<file path="config.mk">
export PLATFORM = sky130hd
export DESIGN_NAME = msq_sequencer
export DESIGN_NICKNAME = d
export VERILOG_FILES = /design/src/pkg/msq_pkg.sv /design/src/hw/msq_timer.sv /design/src/hw/msq_sequencer.sv
export SDC_FILE = /design/constraint.sdc
export NUM_CORES = 1
export LEC_CHECK = 0
export ABC_CLOCK_PERIOD_IN_PS = 3500
export BUFFER_PORTS_ARGS = -buffer_cell sky130_fd_sc_hd__buf_4
export CAP_MARGIN = 10
export CORE_UTILIZATION = 60
export CTS_BUF_LIST = sky130_fd_sc_hd__clkbuf_16
export DETAILED_ROUTE_END_ITERATION = 8
export GPL_ROUTABILITY_DRIVEN = 0
export PLACE_DENSITY_LB_ADDON = 0.25
export SYNTH_ARGS = -nofsm -noshare
export SYNTH_HDL_FRONTEND = slang
export SYNTH_SLANG_ARGS = --single-unit
</file>
<file path="constraint.sdc">
create_clock -name core_clk_in -period 3.5 [get_ports core_clk_in]
set_input_delay 0.175 -clock core_clk_in [delete_from_list [all_inputs] [get_ports core_clk_in]]
set_output_delay 0.175 -clock core_clk_in [all_outputs]
set_load 0.03 [all_outputs]
</file>
<file path="src/pkg/msq_pkg.sv">
// Shared constants, state encoding and pin bundle for the mode sequencer.
// Assumes one 40 MHz core clock; millisecond scale is a top-level parameter.
package msq_pkg;

    // ==========================================================
    // Clock and timing
    localparam int CLK_MHZ = 40;
    localparam int CLK_KHZ = 40000;
    localparam int TMR_W = 24;
    localparam int PH_W = 13;
    localparam int NREQ_TMO_MS = 350;
    localparam int UV_HOLD_MS = 100;
    localparam int RST_DUR_MS = 4;
    localparam int WAKE_DLY_US = 100;
    localparam int CAN_DLY_US = 80;
    localparam int SAMPLE_LEAD_US = 10;
    localparam int HS_ON_US = 100;
    localparam int INT_PULSE_US = 10;
    localparam int CMD_DLY_US = 33;
    localparam int WDOG_RST_US = 100;
    localparam int WAKE_DLY_CYC = WAKE_DLY_US * CLK_MHZ;
    localparam int CAN_DLY_CYC = CAN_DLY_US * CLK_MHZ;
    localparam int SAMPLE_LEAD_CYC = SAMPLE_LEAD_US * CLK_MHZ;
    localparam int HS_ON_CYC = HS_ON_US * CLK_MHZ;
    localparam int INT_PULSE_CYC = INT_PULSE_US * CLK_MHZ;
    localparam int CMD_DLY_CYC = CMD_DLY_US * CLK_MHZ;
    localparam int WDOG_RST_CYC = WDOG_RST_US * CLK_MHZ;

    // ==========================================================
    // Selection tables
    localparam int WDOG_MS [4] = '{10, 45, 100, 350};
    localparam int CYC_MS [8] = '{5, 10, 20, 40, 75, 100, 200, 400};
    localparam logic [1:0] CAN_LAST_IDX = 2'h2;

    // ==========================================================
    // Modes
    typedef enum logic [3:0] {
        ST_NREQ,
        ST_NORMAL,
        ST_WDOG_RST,
        ST_UV_RST,
        ST_UV_HOLD,
        ST_SLEEP,
        ST_SLP_WAKE,
        ST_SLP_RAMP,
        ST_SLP_RST,
        ST_STOP,
        ST_STP_WAKE,
        ST_STP_INT,
        ST_STP_SETTLE
    } msq_state_t;

    typedef struct packed {
        logic reset_n;
        logic int_n;
        logic watchdog_flag_pin_n;
        logic main_reg_en;
        logic tracking_reg_en;
        logic high_side_switch_en;
    } msq_pins_t;

    localparam msq_pins_t PINS_RST = '{1'b0, 1'b1, 1'b0, 1'b1, 1'b0, 1'b0};

endpackage : msq_pkg

</file>
<file path="src/hw/msq_timer.sv">
// Loadable down-counter with a one-cycle expiry pulse.
// Assumes a synchronous active-low reset copy from the parent.
`timescale 1ns/10ps
module msq_timer #(
    parameter int W = 24
) (
    // Clock and reset
    input wire logic clk_in,
    input wire logic rst_n_in,
    // Control
    input wire logic load_in,
    input wire logic [W-1:0] value_in,
    // Expiry
    output logic done_out
);

    logic [W-1:0] cnt_q;
    logic done_q;

    // ==========================================================
    // Counter
    always_ff @(posedge clk_in or negedge rst_n_in)
    begin
        if (!rst_n_in)
            cnt_q <= '0;
        else if (load_in)
            cnt_q <= value_in;
        else if (cnt_q != '0)
            cnt_q <= cnt_q - W'(1);
    end

    always_ff @(posedge clk_in or negedge rst_n_in)
    begin
        if (!rst_n_in)
            done_q <= 1'b0;
        else
            done_q <= !load_in && (cnt_q == W'(1));
    end

    assign done_out = done_q;

endmodule : msq_timer

</file>
<file path="src/hw/msq_sequencer.sv">
// Power mode sequencer: power-up, undervoltage reaction and wake-up.
// Assumes synchronous host strobes and comparator levels on core_clk_in.
`timescale 1ns/10ps
// Operation
// - Power-up enters normal-request, main regulator on, tracking regulator off.
// - Normal-request holds watchdog pin low; no timing write in 350 ms resets.
// - Timing write leaves normal-request: normal mode, tracking on, pin released.
// - Host keeps refreshing; a missed refresh resets and returns to normal-request.
// - Undervoltage with stop selected enters reset mode, reset and interrupt low.
// - After the stop undervoltage clears, restart in normal-request.
// - Undervoltage with sleep selected, flag clear: hold 100 ms, then sleep.
// - Sleep: wake input level turns main regulator on after 100 us.
// - Sleep wake-up: reset held at least 4.0 ms after regulator recovers.
// - Sleep: third valid CAN dominant pulse wakes, regulator on after 80 us.
// - Cyclic sense samples wake inputs 10 us before switch on-time ends.
// - Cyclic period follows the cyclic timing selection, 5 to 400 ms.
// - Stop wake-up gives an interrupt pulse, then a delay before commands.
// - Stop: wake input level gives interrupt pulse after 100 us.
// - Stop: interrupt pulse 80 us after the third CAN pulse.
// - Sleep wake-up ends with reset rising; host software may then start.
module msq_sequencer #(
    parameter int MS_CYC = msq_pkg::CLK_KHZ,
    parameter int NWAKE = 4
) (
    // Clock and reset
    input wire logic core_clk_in,
    input wire logic arst_n_in,
    // Host commands
    input wire logic wdog_write_in,
    input wire logic [1:0] wdog_sel_in,
    input wire logic [2:0] cyc_sel_in,
    input wire logic cyc_sense_en_in,
    input wire logic lp_enter_in,
    input wire logic lp_sleep_sel_in,
    input wire logic supply_loss_flag_in,
    // Analog and bus status
    input wire logic main_reg_low_in,
    input wire logic [NWAKE-1:0] wake_input_in,
    input wire logic can_dominant_in,
    // Pins and status
    output msq_pkg::msq_pins_t pins_out,
    output logic cmd_ready_out,
    output msq_pkg::msq_state_t mode_out
);

    localparam int TW = msq_pkg::TMR_W;
    localparam int PW = msq_pkg::PH_W;

    logic [1:0] rst_sync_q;
    logic rst_n;
    msq_pkg::msq_state_t state_q, state_d;
    msq_pkg::msq_pins_t pins_q, pins_d;
    logic ready_q;
    logic [1:0] wdog_sel_q;
    logic [1:0] can_cnt_q;
    logic lp_q, lp_now, can_hit, wake_lvl, cyc_hit, wake_hit;
    logic tmr_load, tmr_done, cs_load, cs_done;
    logic [TW-1:0] tmr_val, cs_val;
    logic [PW-1:0] phase_q;
    logic uv_stop, uv_sleep;
    logic boot_q, via_can_q;
    logic [TW-1:0] dwell_q;

    // ==========================================================
    // Reset release
    always_ff @(posedge core_clk_in or negedge arst_n_in)
    begin
        if (!arst_n_in)
            rst_sync_q <= 2'h0;
        else
            rst_sync_q <= {rst_sync_q[0], 1'b1};
    end

    assign rst_n = rst_sync_q[1];

    // ==========================================================
    // Wake sources
    assign lp_now = (state_q == msq_pkg::ST_SLEEP) || (state_q == msq_pkg::ST_STOP);
    assign can_hit = lp_now && can_dominant_in && (can_cnt_q == msq_pkg::CAN_LAST_IDX);
    assign wake_lvl = |wake_input_in;
    assign cyc_hit = pins_q.high_side_switch_en && wake_lvl
        && (phase_q == PW'(msq_pkg::SAMPLE_LEAD_CYC));
    assign wake_hit = lp_now && (cyc_sense_en_in ? cyc_hit : wake_lvl);

    always_ff @(posedge core_clk_in or negedge rst_n)
    begin
        if (!rst_n)
            can_cnt_q <= 2'h0;
        else if (!lp_now)
            can_cnt_q <= 2'h0;
        else if (can_dominant_in)
            can_cnt_q <= can_cnt_q + 2'h1;
    end

    // ==========================================================
    // Undervoltage reaction
    assign uv_sleep = main_reg_low_in && lp_sleep_sel_in && !supply_loss_flag_in;
    assign uv_stop = main_reg_low_in && !uv_sleep;

    // ==========================================================
    // Mode transitions
    always_comb
    begin
        state_d = state_q;
        unique case (state_q)
            msq_pkg::ST_NREQ, msq_pkg::ST_NORMAL, msq_pkg::ST_WDOG_RST,
            msq_pkg::ST_STOP, msq_pkg::ST_STP_WAKE, msq_pkg::ST_STP_INT,
            msq_pkg::ST_STP_SETTLE:
            begin
                if (uv_sleep)
                    state_d = msq_pkg::ST_UV_HOLD;
                else if (uv_stop)
                    state_d = msq_pkg::ST_UV_RST;
                else if (state_q == msq_pkg::ST_NREQ && wdog_write_in)
                    state_d = msq_pkg::ST_NORMAL;
                else if (state_q == msq_pkg::ST_NREQ && tmr_done)
                    state_d = msq_pkg::ST_WDOG_RST;
                else if (state_q == msq_pkg::ST_NORMAL && lp_enter_in)
                    state_d = lp_sleep_sel_in ? msq_pkg::ST_SLEEP : msq_pkg::ST_STOP;
                else if (state_q == msq_pkg::ST_NORMAL && tmr_done && !wdog_write_in)
                    state_d = msq_pkg::ST_WDOG_RST;
                else if (state_q == msq_pkg::ST_WDOG_RST && tmr_done)
                    state_d = msq_pkg::ST_NREQ;
                else if (state_q == msq_pkg::ST_STOP && (wake_hit || can_hit))
                    state_d = msq_pkg::ST_STP_WAKE;
                else if (state_q == msq_pkg::ST_STP_WAKE && tmr_done)
                    state_d = msq_pkg::ST_STP_INT;
                else if (state_q == msq_pkg::ST_STP_INT && tmr_done)
                    state_d = msq_pkg::ST_STP_SETTLE;
                else if (state_q == msq_pkg::ST_STP_SETTLE && tmr_done)
                    state_d = msq_pkg::ST_NORMAL;
            end
            msq_pkg::ST_UV_RST:
            begin
                if (!main_reg_low_in)
                    state_d = msq_pkg::ST_NREQ;
            end
            msq_pkg::ST_UV_HOLD:
            begin
                if (tmr_done)
                    state_d = msq_pkg::ST_SLEEP;
            end
            msq_pkg::ST_SLEEP:
            begin
                if (wake_hit || can_hit)
                    state_d = msq_pkg::ST_SLP_WAKE;
            end
            msq_pkg::ST_SLP_WAKE:
            begin
                if (tmr_done)
                    state_d = msq_pkg::ST_SLP_RAMP;
            end
            msq_pkg::ST_SLP_RAMP:
            begin
                if (!main_reg_low_in)
                    state_d = msq_pkg::ST_SLP_RST;
            end
            msq_pkg::ST_SLP_RST:
            begin
                if (tmr_done)
                    state_d = msq_pkg::ST_NREQ;
            end
        endcase
    end

    always_ff @(posedge core_clk_in or negedge rst_n)
    begin
        if (!rst_n)
            state_q <= msq_pkg::ST_NREQ;
        else
            state_q <= state_d;
    end

    always_ff @(posedge core_clk_in or negedge rst_n)
    begin
        if (!rst_n)
            wdog_sel_q <= 2'h3;
        else if (wdog_write_in)
            wdog_sel_q <= wdog_sel_in;
    end

    // ==========================================================
    // Mode timer
    always_ff @(posedge core_clk_in or negedge rst_n)
    begin
        if (!rst_n)
            boot_q <= 1'b1;
        else
            boot_q <= 1'b0;
    end

    assign tmr_load = boot_q || (state_d != state_q)
        || (state_q == msq_pkg::ST_NORMAL && wdog_write_in);

    always_comb
    begin
        tmr_val = '0;
        unique case (state_d)
            msq_pkg::ST_NREQ:
                tmr_val = TW'(msq_pkg::NREQ_TMO_MS * MS_CYC);
            msq_pkg::ST_NORMAL:
                tmr_val = TW'(msq_pkg::WDOG_MS[wdog_write_in ? wdog_sel_in : wdog_sel_q]
                    * MS_CYC);
            msq_pkg::ST_WDOG_RST:
                tmr_val = TW'(msq_pkg::WDOG_RST_CYC);
            msq_pkg::ST_UV_HOLD:
                tmr_val = TW'(msq_pkg::UV_HOLD_MS * MS_CYC);
            msq_pkg::ST_SLP_WAKE, msq_pkg::ST_STP_WAKE:
                tmr_val = can_hit ? TW'(msq_pkg::CAN_DLY_CYC)
                    : TW'(msq_pkg::WAKE_DLY_CYC);
            msq_pkg::ST_SLP_RST:
                tmr_val = TW'(msq_pkg::RST_DUR_MS * MS_CYC);
            msq_pkg::ST_STP_INT:
                tmr_val = TW'(msq_pkg::INT_PULSE_CYC);
            msq_pkg::ST_STP_SETTLE:
                tmr_val = TW'(msq_pkg::CMD_DLY_CYC);
            msq_pkg::ST_UV_RST, msq_pkg::ST_SLEEP, msq_pkg::ST_SLP_RAMP, msq_pkg::ST_STOP:
                tmr_val = '0;
        endcase
    end

    msq_timer #(
        .W(TW)
    ) u_mode_tmr (
        .clk_in(core_clk_in),
        .rst_n_in(rst_n),
        .load_in(tmr_load),
        .value_in(tmr_val),
        .done_out(tmr_done)
    );

    // ==========================================================
    // Cyclic sense
    assign cs_load = lp_now && cyc_sense_en_in && (!lp_q || cs_done);
    assign cs_val = TW'(msq_pkg::CYC_MS[cyc_sel_in] * MS_CYC);

    msq_timer #(
        .W(TW)
    ) u_cyc_tmr (
        .clk_in(core_clk_in),
        .rst_n_in(rst_n),
        .load_in(cs_load),
        .value_in(cs_val),
        .done_out(cs_done)
    );

    always_ff @(posedge core_clk_in or negedge rst_n)
    begin
        if (!rst_n)
            lp_q <= 1'b0;
        else
            lp_q <= lp_now;
    end

    always_ff @(posedge core_clk_in or negedge rst_n)
    begin
        if (!rst_n)
            phase_q <= '0;
        else if (cs_load)
            phase_q <= PW'(msq_pkg::HS_ON_CYC);
        else if (phase_q != '0)
            phase_q <= phase_q - PW'(1);
    end

    // ==========================================================
    // Pin drive
    always_comb
    begin
        pins_d = msq_pkg::PINS_RST;
        pins_d.reset_n = !(state_d inside {msq_pkg::ST_WDOG_RST, msq_pkg::ST_UV_RST,
            msq_pkg::ST_UV_HOLD, msq_pkg::ST_SLEEP, msq_pkg::ST_SLP_WAKE,
            msq_pkg::ST_SLP_RAMP, msq_pkg::ST_SLP_RST});
        pins_d.int_n = !(state_d inside {msq_pkg::ST_UV_RST, msq_pkg::ST_UV_HOLD,
            msq_pkg::ST_STP_INT});
        pins_d.watchdog_flag_pin_n = !(state_d inside {msq_pkg::ST_NREQ,
            msq_pkg::ST_WDOG_RST});
        pins_d.main_reg_en = !(state_d inside {msq_pkg::ST_SLEEP,
            msq_pkg::ST_SLP_WAKE});
        pins_d.tracking_reg_en = (state_d == msq_pkg::ST_NORMAL);
        pins_d.high_side_switch_en = lp_now && cyc_sense_en_in
            && (cs_load || phase_q > PW'(1));
    end

    always_ff @(posedge core_clk_in or negedge rst_n)
    begin
        if (!rst_n)
            pins_q <= msq_pkg::PINS_RST;
        else
            pins_q <= pins_d;
    end

    always_ff @(posedge core_clk_in or negedge rst_n)
    begin
        if (!rst_n)
            ready_q <= 1'b0;
        else
            ready_q <= (state_d == msq_pkg::ST_NREQ) || (state_d == msq_pkg::ST_NORMAL);
    end

    assign pins_out = pins_q;
    assign cmd_ready_out = ready_q;
    assign mode_out = state_q;

    // ==========================================================
    // Checks
    // Cycles spent in the current mode
    always_ff @(posedge core_clk_in or negedge rst_n)
    begin
        if (!rst_n)
            dwell_q <= '0;
        else if (state_d != state_q)
            dwell_q <= '0;
        else
            dwell_q <= dwell_q + TW'(1);
    end

    // Wake source of the last low-power exit
    always_ff @(posedge core_clk_in or negedge rst_n)
    begin
        if (!rst_n)
            via_can_q <= 1'b0;
        else if (lp_now && state_d != state_q)
            via_can_q <= can_hit;
    end
endmodule : msq_sequencer

</file>
==> results.md <==
- Mapped Avg Cell Area: 8.77 µm²
- Top cells by area, synth: dfrtp_1 (31%), ha_1 (11%), xnor2_1 (4.6%)
- Sinks on Clock Net: 82
- Synth warn: 0
- Part of the cycle the worst path needs: 100%
- Final setup vio count: 1
- Post-synth top area share: 30.9%
- Run status: finished with violations
- Cell Area, Synth: 0.00624 mm²
- I/O pin count: 29
- First-pass GRT wire length: 24900 µm
- Share of cells above drive strength 1: 18.8%
- Max-Slew Margin vs Limit: 32.7%
- Final hold violations: 0
- Grt ovf: 0
- Worst slew pin tran: 1.01 ns
- Total wire length: 14600 µm
- Largest net degree at the start of global routing: 81
- Die X: ~100 µm
- Die Y: 104 µm
- Iter 0 DRT Violations: ~310
- VDD IR max: ~440 µV
- Longest Clk Path Bufs: 2
- Vias in the first global route: 5380
- Drt wl/cell: between 15 and 20 µm
- Port buffer count: 28
- Fin util: 75.6%
- DR pass1 iterations: 5
- Crit path required time: 3.70 ns
- FP Rows: 36
- Via Count: 5446
- Number of synthesized flops with an enable pin: 0
- CP Max Fanout: 4
- Synth area leader: dfrtp_1
- DR vias/cell: 5.96
- Setup Total Neg Slack: -0.0112 ns
- Tot Pwr: 5.75 mW
- Failing checks: setup timing
- Area Growth Syn to Fin: 20.1%
- Synth cell count leaders: dfrtp_1 (77), nand2_1 (65), inv_1 (58)
- Min cycle time layout: 3.51 ns
- Crit start category: primary input
- Clock skew: 0.00574 ns
- Count leader, synth: dfrtp_1
- # H-tree levels: 3
- Worst Setup End Kind: flop
- Clock buffer count from CTS: 9
- Full die area: 0.0108 mm²
- Number of synthesized register bits: 82
- Number of antenna violations at the first check in global routing: 0
- Final nets: 858
- DP HPWL: 10600 µm
- Fmax: 285 MHz
- CTS tree: yes
- Max-cap violations: 0
- Worst path arrival time: roughly 3.7 ns
- Root buffer cell: clkbuf_16
- Leakage: 3.34 nW
- Worst hold path type: primary input to flop
- Core area: 0.00991 mm²
- Synth Instances: 712
- Hold_ws: ~0.13 ns
- Worst-path clk slew: 0.06 ns
- Main flop type after synthesis: dfrtp_1
- Post-synthesis cell type count: 67
- Setup slack at placement: -0.387 ns
- Cell area power density: 768 mW/mm²
- Number of diodes: 0
- Final Max Slew Viols: 0
- Global Route Usage Sum: 28.2%
- DRC viols: 0
- Post-synthesis sequential area ratio: 33.0%
- Initial Util: 63.0%
- Crit path kind: primary input to flop
- RSZ-0062 raised after global routing: yes
- Slack of the critical path: -0.0112 ns
- Ys async rst share: 100%
- Post-DRT Antenna Nets: 0
- Clock latency on the worst-skew pair: 0.34 ns
worst max-delay path, stage by stage:
cell       delay [ns]
buf_8            0.11
xnor2_4          0.19
inv_2            0.09
nor2_4           0.21
ha_4             0.24
ha_4             0.25
inv_2            0.03
fa_1             0.48
xnor2_2          0.17
ha_1             0.28
a21o_1           0.22
a21oi_4          0.20
o21ai_4          0.10
a2111oi_4        0.42
nor4_4           0.07
nor3_2           0.20
xnor2_1          0.16
o22ai_1          0.10
metal layers:
layer  vias up  share of wire [%]  track usage, %
met3        43                3.7            3.82
met1      2640                 42            34.6
li1       2628                  -               -
met5         -                  0               0
met4         0                3.4            12.8
met2       135                 51            49.1
final cells by class:
cell class,instances,area (µm²)
Multi-Input combinational cell,544,4140
Clock buffer,9,225
Timing Repair Buffer,79,623
Tap cell,133,166
Clock inverter,7,61.3
Sequential cell,82,2060
Fill cell,692,2410
Inverter,59,221
flip-flops by register name, indices dropped and copies added, names as in the netlist:
| signal | count |
|---|---|
| u_cyc_tmr.cnt_q | 24 |
| u_mode_tmr.cnt_q | 24 |
| phase_q | 13 |
| pins_out | 6 |
| mode_out | 4 |
| can_cnt_q | 2 |
| rst_sync_q | 2 |
| wdog_sel_q | 2 |
| boot_q | 1 |
| cmd_ready_out | 1 |
| lp_q | 1 |
| u_cyc_tmr.done_out | 1 |
| u_mode_tmr.done_out | 1 |
per-stage QoR:
stage | instances | instance area (µm²)
2_1_floorplan | 713 | 6410
3_3_place_gp | 894 | 6990
3_5_place_dp | 894 | 6990
4_1_cts | 911 | 7360
5_1_grt | 913 | 7500
6_report | 913 | 7500
report_power, final:
part / switching, mW / total (mW) / internal (mW)
combinational: 1.73 / 3.15 / 1.43
sequential: 0.351 / 1.70 / 1.34
clock: 0.360 / 0.904 / 0.543
final timing paths:
kind                            slack, ns       startpoint  cells past startpoint                   to
min in group asynchronous            0.17        arst_n_in                      2        rst_sync_q[1]
worst min-delay path                 0.13  cyc_sense_en_in                      3          pins_out[0]
worst min register to register       0.35    rst_sync_q[0]                      0        rst_sync_q[1]
worst max register to register       0.31       phase_q[2]                      8  u_mode_tmr.cnt_q[8]
worst max-delay path                -0.01    cyc_sel_in[0]                     18  u_cyc_tmr.cnt_q[23]
max in group asynchronous            2.34    rst_sync_q[1]                      0   u_cyc_tmr.cnt_q[1]
cells in the final DEF (no fill, tap or decap), types with 4 or more instances in the layout:
master | Yosys | routed
dfrtp_1 | 77 | 76
buf_4 | 0 | 74
nand2_1 | 65 | 65
inv_1 | 58 | 54
nor2_1 | 55 | 52
ha_1 | 54 | 44
nor3_1 | 35 | 33
a21oi_1 | 35 | 32
xnor2_1 | 33 | 31
o21ai_0 | 31 | 27
xor2_1 | 23 | 23
nand3_1 | 21 | 21
or3_1 | 18 | 18
nand2b_1 | 18 | 18
mux2i_1 | 17 | 17
nor4_1 | 14 | 12
ha_4 | 0 | 10
a211oi_1 | 11 | 9
fa_1 | 11 | 9
clkbuf_16 | 0 | 9
a21o_1 | 7 | 7
and2_1 | 7 | 6
inv_2 | 1 | 6
a22oi_1 | 6 | 6
or2_2 | 5 | 5
dfstp_2 | 5 | 5
nor2b_1 | 4 | 4
a31oi_1 | 4 | 4
o211ai_1 | 4 | 4
o22ai_1 | 4 | 4
o2bb2ai_1 | 4 | 4
and3_1 | 4 | 4
logic make-up after synthesis:
logic type                 count (synthesis)  share of synthesized area [%]
AOI/OAI and AO/OA                        138                           14.9
xor gates and xnor gates                  56                           7.86
adders and majority gates                 65                           14.4
buffers and inverters                     87                           5.61
DFF                                       82                           33.0
muxes                                     18                           2.91
other                                      2                          0.120
and+or+nand+nor                          264                           21.2
what timing repair did:
item / in CTS / in global routing
pin swaps: 11 / 23
gates resized for setup: 11 / 24
hold buffers: 1 / 0
endpoints found under the hold margin: 2 / 0
setup endpoints to repair: 3 / 5
setup buffers: 0 / 2
No activity file was read; power rests on OpenSTA's default activity.
